--- src/logic/ias_pkg.sv ---
// constants shared by the interrupt acknowledge sequencer
// assumes a single 200 MHz cpu clock and active-low async reset
package ias_pkg;
   // cpu clock rate in MHz
   localparam int unsigned CLK_MHZ = 200;
   // failsafe timeout interval in microseconds
   localparam int unsigned TIMEOUT_US = 4000;
   // failsafe timeout in clock cycles
   localparam int unsigned TIMEOUT_CYC = TIMEOUT_US * CLK_MHZ;
   // width of the failsafe counter
   localparam int unsigned TMR_W = 20;
   // bus status code meaning interrupt acknowledge
   localparam logic [2:0] STAT_ACK = 3'h0;
   // wait-state shift register length and default tap
   localparam int unsigned WAIT_LEN = 4;
   localparam int unsigned WAIT_TAP = 2;
   // vector base placed on the low data byte, arbitrary
   localparam logic [7:0] VEC_BASE = 8'h40;
   // slave identifier for the line six cascade, arbitrary
   localparam logic [2:0] SLAVE_ID = 3'h6;
   // values after reset
   localparam logic [1:0] IN_SERVICE_RST = 2'h0;
   localparam logic [7:0] VEC_RST = 8'h00;
   // synchroniser idle pattern: status 111, ale 0, strobes high, jumpers 0
   localparam logic [12:0] SYNC_RST = 13'h1C07;
   // acknowledge sequence states
   typedef enum logic [2:0] {
      ST_IDLE = 3'b000,
      ST_ARB = 3'b001,
      ST_ACK1 = 3'b010,
      ST_GAP = 3'b011,
      ST_ACK2 = 3'b100
   } ias_state_t;
endpackage : ias_pkg

--- src/logic/ias_sequencer.sv ---
// interrupt acknowledge sequencer with failsafe bus timer
// assumes every input except the clock is asynchronous to clk_sys
`timescale 1ns/1ps
module ias_sequencer
#(
   parameter int unsigned TIMEOUT = ias_pkg::TIMEOUT_CYC,
   parameter int unsigned TAP = ias_pkg::WAIT_TAP
)(
   input wire logic clk_sys,
   input wire logic rst_n,
   input wire logic [2:0] cpu_status,
   input wire logic irq_line_five,
   input wire logic irq_line_six,
   input wire logic line_six_remote,
   input wire logic service_done,
   input wire logic ext_ack_jumper,
   input wire logic timeout_jumper,
   input wire logic sysbus_addr_enable_n,
   input wire logic bus_hold_n,
   input wire logic xack_n,
   input wire logic ale,
   output logic cpu_int_request,
   output logic master_cascade_enable,
   output logic ack_cycle_flag,
   output logic sysbus_request,
   output logic sysbus_ack_n,
   output logic int_ack_strobe_n,
   output logic onboard_addr_n,
   output logic onboard_ack_active,
   output logic first_ack_n,
   output logic offboard_ready,
   output logic pic_enable_out_n,
   output logic pic_data_enable,
   output logic [7:0] data_out,
   output logic [2:0] cascade_lines,
   output logic [2:0] sysbus_addr_hi,
   output logic bus_timeout_irq_n
);
   import ias_pkg::*;

   // two-flop synchronisers for all pins except clock and reset; s1 feeds only s2
   localparam int NS = 13;
   logic [NS-1:0] s1;
   logic [NS-1:0] s2;
   always_ff @(posedge clk_sys or negedge rst_n)
   begin
      if (!rst_n)
      begin
         s1 <= SYNC_RST;
         s2 <= SYNC_RST;
      end
      else
      begin
         s1 <= {bus_hold_n, xack_n, sysbus_addr_enable_n, ext_ack_jumper, timeout_jumper, line_six_remote,
                irq_line_five, irq_line_six, service_done, ale, cpu_status};
         s2 <= s1;
      end
   end

   // synchronised views
   logic [2:0] stat;
   logic ale_s, done_s, ir6_s, ir5_s, six_rem_s, tjump_s, ejump_s, aen_n_s, xack_n_s, hold_n_s;
   assign {hold_n_s, xack_n_s, aen_n_s, ejump_s, tjump_s, six_rem_s, ir5_s, ir6_s, done_s, ale_s, stat} = s2;

   // status decode, cpu drives all three lines low
   function automatic logic is_ack(input logic [2:0] st);
      is_ack = (st == STAT_ACK);
   endfunction : is_ack
   logic ack_stat;
   assign ack_stat = is_ack(stat);

   // previous values for edge detection
   logic ale_d, done_d;
   always_ff @(posedge clk_sys or negedge rst_n)
   begin
      if (!rst_n)
         {ale_d, done_d} <= 2'h0;
      else
         {ale_d, done_d} <= {ale_s, done_s};
   end

   // acknowledge state machine
   ias_state_t state, next_state;
   logic in_ack1, in_ack2, strobe;
   assign in_ack1 = (state == ST_ACK1);
   assign in_ack2 = (state == ST_ACK2);
   assign strobe = (in_ack1 | in_ack2) & ack_stat;

   // serviced line captured every idle cycle and held once the state leaves ST_IDLE, 1 means line six
   logic svc_six;
   logic frozen;
   logic remote_vector_mode;
   logic local_vector_mode;
   assign remote_vector_mode = svc_six & six_rem_s;
   assign local_vector_mode = ~remote_vector_mode;

   // next-state logic
   always_comb
   begin
      next_state = state;
      case (state)
         ST_IDLE:
         begin
            // jumper fitted routes the acknowledge through the system bus
            if (ack_stat)
               next_state = ejump_s ? ST_ARB : ST_ACK1;
         end
         ST_ARB:
         begin
            // wait for the arbiter to hand over the bus
            if (!aen_n_s)
               next_state = ST_ACK1;
            else if (!ack_stat)
               next_state = ST_IDLE;
         end
         ST_ACK1:
            // first cycle ends when status goes passive
            if (!ack_stat)
               next_state = ST_GAP;
         ST_GAP:
            // bus stays held by the cpu, so go straight to cycle two
            if (ack_stat)
               next_state = ST_ACK2;
         ST_ACK2:
            // second cycle over, back to idle
            if (!ack_stat)
               next_state = ST_IDLE;
         default:
            next_state = ST_IDLE;
      endcase
   end

   // state register
   always_ff @(posedge clk_sys or negedge rst_n)
   begin
      if (!rst_n)
         state <= ST_IDLE;
      else
         state <= next_state;
   end

   // acknowledge qualifiers
   always_comb
   begin
      master_cascade_enable = ack_stat;
      ack_cycle_flag = master_cascade_enable | (state != ST_IDLE);
      sysbus_request = (ack_cycle_flag | ~hold_n_s) & ejump_s;
      onboard_addr_n = ~(ack_cycle_flag & ~ejump_s);
      sysbus_ack_n = ~(strobe & ejump_s & ~aen_n_s);
      int_ack_strobe_n = ~(strobe & ~ejump_s);
   end

   // failsafe timer
   logic [TMR_W-1:0] tmr;
   logic timed_out;
   always_ff @(posedge clk_sys or negedge rst_n)
   begin
      if (!rst_n)
         tmr <= '0;
      else if (ale_s & ~ale_d)
         tmr <= '0;
      else if (tmr != TMR_W'(TIMEOUT))
         tmr <= tmr + 1'b1;
   end
   assign timed_out = (tmr == TMR_W'(TIMEOUT));

   // timeout output, usable through the interrupt matrix
   always_ff @(posedge clk_sys or negedge rst_n)
   begin
      if (!rst_n)
         bus_timeout_irq_n <= 1'b1; // idle high, active low
      else
         bus_timeout_irq_n <= ~timed_out;
   end

   // onboard acknowledge: local path, bus path, or forced by timeout
   assign onboard_ack_active = (~onboard_addr_n & ~int_ack_strobe_n)
      | (~aen_n_s & ~sysbus_ack_n)
      | (~bus_timeout_irq_n & tjump_s);

   // wait-state shift register fed by the onboard acknowledge
   logic [WAIT_LEN-1:0] wait_sr;
   always_ff @(posedge clk_sys or negedge rst_n)
   begin
      if (!rst_n)
         wait_sr <= '0;
      else
         wait_sr <= {wait_sr[WAIT_LEN-2:0], onboard_ack_active};
   end
   logic tap;
   assign tap = wait_sr[TAP];

   // first-ack flag, set in cycle one, cleared back at idle
   always_ff @(posedge clk_sys or negedge rst_n)
   begin
      if (!rst_n)
         first_ack_n <= 1'b1;
      else if (in_ack1 & onboard_ack_active)
         first_ack_n <= 1'b0;
      else if (state == ST_IDLE)
         first_ack_n <= 1'b1;
   end

   // local vector enable for the second strobe
   assign pic_enable_out_n = ~(in_ack2 & strobe & local_vector_mode);
   assign pic_data_enable = ~pic_enable_out_n;

   // ready return to the cpu
   assign offboard_ready = (~first_ack_n & in_ack1 & tap)
      | (pic_data_enable & tap)
      | (in_ack2 & remote_vector_mode & ~xack_n_s)
      | (~bus_timeout_irq_n & tjump_s);

   // priority: line five above line six; in-service bits
   logic [1:0] in_service;
   logic req5, req6;
   assign req5 = ir5_s & ~in_service[0];
   assign req6 = ir6_s & ~in_service[1] & ~in_service[0];

   // freeze flag and serviced line capture
   always_ff @(posedge clk_sys or negedge rst_n)
   begin
      if (!rst_n)
      begin
         frozen <= 1'b0;
         svc_six <= 1'b0;
      end
      else if (state == ST_IDLE)
      begin
         frozen <= 1'b0;
         svc_six <= ~req5 & req6;
      end
      else if (in_ack1 & strobe)
         frozen <= 1'b1;
   end

   // interrupt request to the cpu, forced low while frozen
   always_ff @(posedge clk_sys or negedge rst_n)
   begin
      if (!rst_n)
         cpu_int_request <= 1'b0;
      else if (!frozen)
         cpu_int_request <= (req5 | req6) & (state == ST_IDLE);
      else
         cpu_int_request <= 1'b0;
   end

   // in-service bits: set at second strobe, cleared on service done
   always_ff @(posedge clk_sys or negedge rst_n)
   begin
      if (!rst_n)
         in_service <= IN_SERVICE_RST;
      else
      begin
         if (done_s & ~done_d)
            in_service <= in_service[0] ? {in_service[1], 1'b0} : 2'h0; // highest priority retires first
         if (in_ack2 & strobe)
            in_service <= svc_six ? {1'b1, in_service[0]} : {in_service[1], 1'b1};
      end
   end

   // vector byte on the low data lines in local mode
   always_ff @(posedge clk_sys or negedge rst_n)
   begin
      if (!rst_n)
         data_out <= VEC_RST;
      else if (!pic_enable_out_n)
         data_out <= VEC_BASE + {7'h00, svc_six};
      else
         data_out <= VEC_RST;
   end

   // slave id on cascade lines and gated to address bits 8..10
   always_ff @(posedge clk_sys or negedge rst_n)
   begin
      if (!rst_n)
      begin
         cascade_lines <= 3'h0;
         sysbus_addr_hi <= 3'h0;
      end
      else
      begin
         cascade_lines <= (remote_vector_mode & (~sysbus_ack_n | in_ack2)) ? SLAVE_ID : 3'h0;
         sysbus_addr_hi <= (master_cascade_enable & in_ack2 & remote_vector_mode) ? cascade_lines : 3'h0;
      end
   end
endmodule : ias_sequencer

--- config.mk ---
export PLATFORM = sky130hd
export DESIGN_NAME = ias_sequencer
export DESIGN_NICKNAME = d
export VERILOG_FILES = /design/src/logic/ias_pkg.sv /design/src/logic/ias_sequencer.sv
export SDC_FILE = /design/constraint.sdc
export NUM_CORES = 1
export LEC_CHECK = 0
export BUFFER_PORTS_ARGS = -buffer_cell sky130_fd_sc_hd__clkbuf_2
export CORE_AREA = 8 8 90 84
export CTS_CLUSTER_SIZE = 40
export DETAILED_ROUTE_END_ITERATION = 8
export DIE_AREA = 0 0 98 92
export SYNTH_ARGS = -nofsm -noshare
export SYNTH_HDL_FRONTEND = slang
export SYNTH_SLANG_ARGS = --single-unit
--- constraint.sdc ---
create_clock -name clk_sys -period 2.8 [get_ports clk_sys]
set_clock_uncertainty 0.2 [all_clocks]
set_input_delay 0.84 -clock clk_sys [delete_from_list [all_inputs] [get_ports clk_sys]]
set_output_delay 0.84 -clock clk_sys [all_outputs]
set_load 0.01 [all_outputs]
======== After elaboration in Yosys (flattened, before gate mapping) ========
Index checks and enable logic that the tools add are counted.
W data, S select, Z words.
word-level totals
  register bits after elaboration ......... 75
  bits of input ports ..................... 15
  output and inout port bits .............. 27
  word-level logic and storage cells ...... 118
operators by class
  add/subtract/negate cells ............... 2
  eq/ne operators ......................... 12
  mux-type cells .......................... 21
  bitwise logic cells ..................... 56
  reductions and logical operators ........ 10
operators by type and width
  cell                     count
  $mux W20                 2
  $and A1 B1 Y1            29
  $mux W3                  7
  $add A20 B1 Y20 const B  1
  $eq A20 B20 Y1 const B   1
  $ne A20 B20 Y1 const B   1
  $not A1 Y1               17
  $pmux W3 S5              1
  $mux W2                  5
  $ne A2 B2 Y1 const B     5
  $or A1 B1 Y1             10
  $add A7 B1 Y8 const A    1
  $mux W8                  1
  $reduce_bool A2 Y1       4
  $eq A3 B2 Y1 const B     2
  $logic_not A3 Y1         2
  $reduce_and A3 Y1        2
  $mux W1                  5
  $eq A3 B1 Y1 const B     1
  $eq A3 B3 Y1 const B     1
  $reduce_bool A3 Y1       1
  $ne A2 B1 Y1 const B     1
  $reduce_and A2 Y1        1

======== Longest topological paths before layout ========
Gate-level depths: netlist of run 1.
  word-level depth ........................ 10
  depth in mapped cells ................... 5
  mapped depth without buffers ............ 5

======== Worst setup path before layout of run 1 ========
OpenSTA, ideal clock, no wires.
  path type ............................... register -> output
  start point ............................. reg state[0]
  end point ............................... out offboard_ready
  arrival time ............................ 1.868 ns
  data required time ...................... 1.760 ns
  path slack .............................. -0.108 ns
  stages on the path, launching flop included .. 6
  path buffers ............................ 1
  cell sequence ........................... dfrtp_1 clkbuf_1 or3b_2 nor3b_1 o21ai_0 o311ai_0
on the way
  word-level cells in the longest chain between the ends .. 9
  elaborated cells between the ends (all ways) .. 14
  those cells by class .................... eq/ne: 2; bitwise: 12
ends and longest elaborated chain
  what                                                 RTL line                                  source
  from (decl)                                          ias_sequencer.sv:83                       ias_state_t state, next_state;
  from (signal assigned)                               ias_sequencer.sv:139                      state <= next_state;
  $eq A3 B2 Y1 / $eq A3 B3 Y1 (equally long branches)  ias_sequencer.sv:85, ias_sequencer.sv:86
  $or A1 B1 Y1                                         ias_sequencer.sv:87                       assign strobe = (in_ack1 | in_ack2) & ack_stat;
  $and A1 B1 Y1                                        ias_sequencer.sv:87
  $and A1 B1 Y1 * (2 in series)                        ias_sequencer.sv:205                      assign pic_enable_out_n = ~(in_ack2 & strobe & local_vector_mode);
  net pic_data_enable                                  ias_sequencer.sv:33                       output logic pic_data_enable,
  $and A1 B1 Y1 *                                      ias_sequencer.sv:210                      | (pic_data_enable & tap)
  $or A1 B1 Y1 *                                       ias_sequencer.sv:210
  $or A1 B1 Y1 *                                       ias_sequencer.sv:211                      | (in_ack2 & remote_vector_mode & ~xack_n_s)
  $or A1 B1 Y1 *                                       ias_sequencer.sv:212                      | (~bus_timeout_irq_n & tjump_s);
  to (decl)                                            ias_sequencer.sv:31                       output logic offboard_ready,
The timed path passes the listed nets; every way through them passes the cells marked *.

======== Final worst setup path of run 1 ========
  start point ............................. reg s2[1]
  end point ............................... out sysbus_ack_n
on the way
  word-level cells in the longest chain between the ends .. 5
ends and longest elaborated chain
  what                         RTL line              source
  from (decl)                  ias_sequencer.sv:44   logic [NS-1:0] s2;
  from (signal assigned)       ias_sequencer.sv:50   s2 <= SYNC_RST;
  from (signal assigned)       ias_sequencer.sv:56   s2 <= s1;
  $logic_not A3 Y1             ias_sequencer.sv:67   is_ack = (st == STAT_ACK);
  $and A1 B1 Y1                ias_sequencer.sv:87
  $and A1 B1 Y1 (2 in series)  ias_sequencer.sv:149  sysbus_ack_n = ~(strobe & ejump_s & ~aen_n_s);
  $not A1 Y1                   ias_sequencer.sv:149
  to (decl)                    ias_sequencer.sv:26   output logic sysbus_ack_n,
No other way between the ends.

==> reports/qor.yml, run 1 <==
global_route:
  track_usage: 0.122
  gr-total-overflow: 0
  grt_max_degree: 66
  antenna_found_initial: 0
  grt_pass1_wl_mm: 8.64
  grt_pass1_vias: 1842
layout:
  final_area_sq_um: 3160
  syn_to_final_growth_pct: 19.6
  layoutNonFillerInstCount: 354
  finalNetCount: 294
  nFillCells: 522
  drive_gt1_frac: 0.291
  multi_input_area_sq_um: 902
  regArea_sq_um: 1640
  diodes: 0
job:
  drv_cap: 0
critical_path:
  crit_required_ns: 1.76
  critPathMaxFanout: 3
  cpMostUsedCell: "or3_4"
  path_class: "register to primary output"
  cpPeakStageDelay_ns: 0.38
  critPathArrivalTime_ns: 1.93
  end_kind: "primary output"
  crit_chain: "or3_4 -> or3_4 -> or3_4 -> buf_8"
  crit_slowest_cell: "or3_4"
  start_kind: "register"
clock_network:
  clk_pin_slew_ns: 0.07
  clock_latency_ns: 0.34
  cts_max_level: 3
  cts_tree: "yes"
  clockRootBuffer: "clkbuf_8"
  cts_buffers: 9
  clockBufferDepth: 2
  cts.sinks: 65
sta:
  timing.fmax_mhz: 337
  setup_viol: 5
  hold_viol_final: 0
  slew_viol_final: 0
  fin_crit_sh: 1.06
  grt_setup_unrepaired: "yes"
  worst_slack_ns: -0.171
  relSlewSlack: 0.629
  worstMarginPinSlew_ns: 0.548
  min_period_ns: 2.97
  tns_ns: -0.485
placement:
  place_ws_ns: 0.166
  post_dp_cell_area_sq_um: 2890
  dp.cells: 333
  port_buffers: 33
  place_congestion: 0.806
  hpwl_mm: 3.44
routing:
  first_pass_iters: 4
  viasPerCell: 5.18
  drc: 0
  final_antenna_net_count: 0
  vias: 1835
  dr.first_iter.drc_count: 82
  post_drt_wl_per_cell_um: 14.4
  wirelength_mm: 5.11
floorplanning:
  num_rows: 27
  die_w_um: 98
  core_sq_um: 5980
  dieArea_sq_um: 9020
  start_util: 0.442
  die_y_um: 92
  ioPinCount: 42
synthesis:
  ys_seq_elements: 65
  postSynthAreaPerCell_sq_um: 11.4
  yosysWarnings: 0
  synth-edff-count: 0
  yosysTopAreaCell: "dfrtp_1"
  synthTopCellsByArea: "dfrtp_1, dfstp_2, a21oi_1, buf_4, or3_1"
  synth_top_area_share: 0.483
  ys_seq_area_frac: 0.622
  ys.flop_type: "dfrtp_1"
  syn_inst: 231
  syn-cell-area_sq_um: 2640
  synthArstFlopShare: 1.00
  synthDistinctLibCells: 45
hold_path:
  min_path_type: "register to register"
run_status:
  violations: "setup timing"
  status: "finished with violations"
power_and_ir_drop:
  ir_drop_mv: 0.253
  power.density_nw_per_um2: 655
  p_total_w: 0.00207
  power.leakage_nw: 1.42
## cells in the mapped netlist (2+ instances only)
cell type   n
dfrtp_1    51
a21oi_1    17
nor2_1     15
dfstp_2    14
nand2_1    12
o21ai_0    11
or3_1      11
buf_4      10
inv_1      10
nand3_1     6
nand4_1     6
nor3_1      6
xor2_1      6
and4_1      5
clkbuf_1    4
nor2b_1     4
xnor2_1     4
and2_1      3
buf_2       3
nand2b_1    3
nor4b_1     3
ha_1        2
nor3b_1     2
or4_1       2
## per-stage QoR
stage | hold slack (ns) | util
floorplan | 0.131 | -
global placement | 0.134 | 0.484
detailed placement | 0.135 | 0.484
CTS | 0.147 | 0.518
global route | 0.154 | 0.528
finish | 0.147 | 0.528
## routing by layer
layer | part of all wire | global-route usage | vias to the layer above
li1 | - | - | 880
met1 | 0.45 | 0.136 | 909
met2 | 0.48 | 0.195 | 35
met3 | 0.045 | 0.0461 | 11
met4 | 0.022 | 0.0713 | 0
met5 | 0 | 0 | -
## registers in the layout, summed over array words and instances (netlist names)
name	cells
frozen	1
wait_sr	3
bus_timeout_irq_n	1
cpu_int_request	1
in_service	2
sysbus_addr_hi	1
state	3
data_out	2
first_ack_n	1
done_d	1
cascade_lines	1
tmr	20
ale_d	1
svc_six	1
s1	13
s2	13
## power by group
part           leakage, nW  switching [W]  internal, W
clock               0.0894       0.000334     0.000367
sequential           0.808      0.0000656      0.00102
combinational        0.524       0.000157     0.000124
## what timing repair did
item / CTS / global route
gates resized for setup: 4 / 14
setup buffers: 1 / 4
setup endpoints to repair: 6 / 6
pin swaps: 1 / 3
endpoints found under the hold margin: 0 / 0
hold buffers: 0 / 0
## kinds of logic after synthesis
| group | Yosys count | synth area share |
|---|---|---|
| AND/OR/NAND/NOR | 86 | 0.190 |
| flip-flops | 65 | 0.622 |
| AO/OA/AOI/OAI | 37 | 0.0800 |
| buffers and inverters | 28 | 0.0554 |
| XOR/XNOR | 10 | 0.0331 |
| adder cells (fa/ha/maj) | 2 | 0.00947 |
| multiplexers | 2 | 0.00805 |
| other | 1 | 0.00142 |
## path summary, 6_finish.rpt
kind | slack (ns) | cells after the start | start | end
setup / recovery | -0.17 | 4 | s2[1] | sysbus_ack_n
hold reg to reg | 0.15 | 0 | s1[6] | s2[6]
hold / removal | 0.15 | 0 | s1[6] | s2[6]
max in group asynchronous | 1.76 | 2 | rst_n | s1[0]
min in group asynchronous | 0.32 | 2 | rst_n | s2[4]
setup reg to reg | 0.65 | 5 | tmr[0] | tmr[16]
## critical path, delay by kind of cell (launching register included)
| kind | cells | cell delay, ns |
|---|---|---|
| buf+inv | 1 | 0.13 |
| flops | 1 | 0.36 |
| simple gates | 3 | 1.11 |
## layout make-up
cell class / instances / share of cell area
clock buffer: 13 / 0.0503
timing repair buffer: 46 / 0.0978
clock inverter: 3 / 0.00554
inverter: 10 / 0.0119
multi-input combinational: 145 / 0.286
sequential: 65 / 0.520
tap: 72 / 0.0285
## cells in the final DEF, fill, tap and decap left out, types with 4 or more instances in the layout
cell type / Yosys / routed
nor2_1: 15 / 15
clkbuf_2: 0 / 27
a21oi_1: 17 / 17
conb_1: 1 / 8
nor3_1: 6 / 6
nand4_1: 6 / 6
inv_1: 10 / 10
o21ai_0: 11 / 10
dfstp_2: 14 / 14
or3_1: 11 / 9
and4_1: 5 / 5
nor2b_1: 4 / 4
buf_4: 10 / 10
xor2_1: 6 / 6
clkbuf_8: 0 / 11
nand3_1: 6 / 6
xnor2_1: 4 / 4
dfrtp_1: 51 / 51
nand2_1: 12 / 12
Power figures use the tool's default switching activity.
==> run 2: changes to the inputs <==
--- a/config.mk
+++ b/config.mk
@@ -6,10 +6,11 @@
 export NUM_CORES = 1
 export LEC_CHECK = 0
 export BUFFER_PORTS_ARGS = -buffer_cell sky130_fd_sc_hd__clkbuf_2
-export CORE_AREA = 8 8 90 84
+export CAP_MARGIN = 15
+export CORE_AREA = 2 2 84 78
 export CTS_CLUSTER_SIZE = 40
 export DETAILED_ROUTE_END_ITERATION = 8
-export DIE_AREA = 0 0 98 92
+export DIE_AREA = 0 0 86 80
 export SYNTH_ARGS = -nofsm -noshare
 export SYNTH_HDL_FRONTEND = slang
 export SYNTH_SLANG_ARGS = --single-unit
==> run 2 against run 1 <==
  * The run still ends with setup timing left
  * Non-clock buffer count stayed put
  * Maximum frequency down 0.19%
  * Sequential power is essentially flat
  * Power grew 13%
  * Critical endpoint unchanged
==> reports/qor.yml, run 2 (synthesized netlist as in run 1, its figures left out) <==
placement:
  place_congestion: 0.791  # was 0.806
  post_dp_cell_area_sq_um: 2890  # unchanged
  hpwl_mm: 3.18  # was 3.44 mm
  port_buffers: 33  # unchanged
global_route:
  grt_pass1_vias: 1760  # was 1842
  grt_max_degree: 66  # unchanged
  antenna_found_initial: 0  # unchanged
  gr-total-overflow: 0  # unchanged
  grt_pass1_wl_mm: 8.05  # was 8.64 mm
  track_usage: 0.155  # was 0.122
floorplanning:
  core_sq_um: 5980  # unchanged
  die_y_um: 80  # was 92 um
  num_rows: 27  # unchanged
  die_w_um: 86  # was 98 um
  ioPinCount: 42  # unchanged
  start_util: 0.442  # unchanged
  dieArea_sq_um: 6880  # was 9020 sq um
routing:
  post_drt_wl_per_cell_um: 13.3  # was 14.4 um
  viasPerCell: 5.12  # was 5.18
  vias: 1813  # was 1835
  final_antenna_net_count: 0  # unchanged
  wirelength_mm: 4.71  # was 5.11 mm
  first_pass_iters: 4  # unchanged
  dr.first_iter.drc_count: 70  # was 82
  drc: 0  # unchanged
power_and_ir_drop:
  switching_power_w: 0.000577  # was 0.000557 W
  ir_drop_mv: 0.370  # was 0.253 mV
  power_frac_seq: 0.464  # was 0.525
  pwr-share-clk: 0.418  # was 0.339
  p_comb_frac: 0.118  # was 0.136
  internal_power_w: 0.00176  # was 0.00151 W
  p_sw_frac: 0.247  # was 0.269
  power.leakage_nw: 1.45  # was 1.42 nW
  power.density_nw_per_um2: 726  # was 655 nW/um^2
sta:
  fin_crit_sh: 1.06  # about the same
  grt_setup_unrepaired: "yes"  # unchanged
  min_period_ns: 2.98  # was 2.97 ns
  slew_viol_final: 0  # unchanged
  setup_viol: 5  # unchanged
  hold_viol_final: 0  # unchanged
  whs_ns: 0.146  # was 0.147 ns
  relSlewSlack: 0.573  # was 0.629
  timing.fmax_mhz: 336  # was 337 MHz
  worstMarginPinSlew_ns: 0.632  # was 0.548 ns
  worst_slack_ns: -0.177  # was -0.171 ns
critical_path:
  path_class: "register to primary output"  # unchanged
  timing.rr.start: "tmr[0]"  # unchanged
  critPathArrivalTime_ns: 1.94  # was 1.93 ns
  critPathMaxFanout: 3  # unchanged
  start_kind: "register"  # unchanged
  crit_required_ns: 1.76  # about the same
  startpoint: "s2[1]"  # unchanged
  end_kind: "primary output"  # unchanged
layout:
  syn_to_final_growth_pct: 21.9  # was 19.6%
  final_common_cell: "dfrtp_1"  # unchanged
  largest_reg_flops: 20  # unchanged
  drive_gt1_frac: 0.301  # was 0.291
  final_cell_mix: "dfrtp_1, clkbuf_2, a21oi_1"  # unchanged
  largest_registers: "tmr: 20 flops, s1: 13 flops, s2: 13 flops"  # unchanged
  top_register: "tmr"  # unchanged
  postLayoutCoreUtil: 0.539  # was 0.528
  nFillCells: 527  # was 522
  finalNetCount: 294  # unchanged
  diodes: 0  # unchanged
  final_area_sq_um: 3220  # was 3160 sq um
clock_network:
  clockRootBuffer: "clkbuf_8"  # unchanged
  cts.sinks: 65  # unchanged
  cts_tree: "yes"  # unchanged
  cts_buffers: 9  # unchanged
  clock_latency_ns: 0.33  # was 0.34 ns
  clk_pin_slew_ns: 0.08  # was 0.07 ns
  ctsHoldBuffers: 0  # unchanged
  clockBufferDepth: 2  # unchanged
  cts_max_level: 3  # unchanged
job:
  drv_cap: 0  # unchanged
run_status:
  violations: "setup timing"  # unchanged
  status: "finished with violations"  # unchanged
hold_path:
  hp-start: "s1[6]"  # unchanged
  min_path_type: "register to register"  # unchanged
-- run 2: worst paths after layout --
check	depth (start not counted)	slack, ns	end
setup reg to reg	5	0.62	tmr[16]
min in group asynchronous	2	0.31	s2[4]
hold reg to reg	0	0.15	s2[6]
setup / recovery	4	-0.18	sysbus_ack_n
max in group asynchronous	2	1.78	s1[1]
hold / removal	0	0.15	s2[6]
-- run 2: cell type report --
cell class | instances | area, sq um | share of cell area
multi-input combinational | 145 | 905 | 0.281
inverter | 10 | 37.5 | 0.0117
tap | 72 | 90.1 | 0.0280
clock buffer | 10 | 138 | 0.0427
sequential | 65 | 1640 | 0.510
clock inverter | 6 | 115 | 0.0357
timing repair buffer | 46 | 293 | 0.0909
-- run 2: what timing repair did --
action	CTS	global route
pin swaps	1	2
buffers inserted	0	5
gates resized for setup	3	11
endpoints found under the setup margin	5	6
-- run 2: worst max-delay path, cell delays in order, from the launching register on --
cell and delay (ns):
dfstp_2 0.36, or3_4 0.38, or3_4 0.38, or3_4 0.34, clkbuf_2 0.14
-- run 2: power by group through the flow --
stage                     Clock [W]  Combinational [W]  Sequential, W
after detailed placement          0           0.000266        0.00110
after CTS                   0.00100           0.000269        0.00108
final                      0.000977           0.000276        0.00108
after floorplan                   0           0.000180        0.00108
after global routing        0.00106           0.000315        0.00109
after global placement            0           0.000261        0.00110
-- run 2: per-layer routing --
layer  wire length (um)  track usage  share of wire
met5                  0            0              0
met1               2080        0.183           0.44
met3                228       0.0724          0.048
met4                 40       0.0524         0.0085
met2               2350        0.250           0.50
-- run 2: metrics by stage --
step	instances	power, W	TNS, ns	setup slack (ns)
4_1_cts	349	0.00236	-0.344	-0.181
2_1_floorplan	238	0.00126	0	0.0998
5_1_grt	354	0.00247	-0.995	-0.236
3_3_place_gp	333	0.00136	0	0.171
6_report	354	0.00234	-0.451	-0.177
3_5_place_dp	333	0.00137	0	0.172
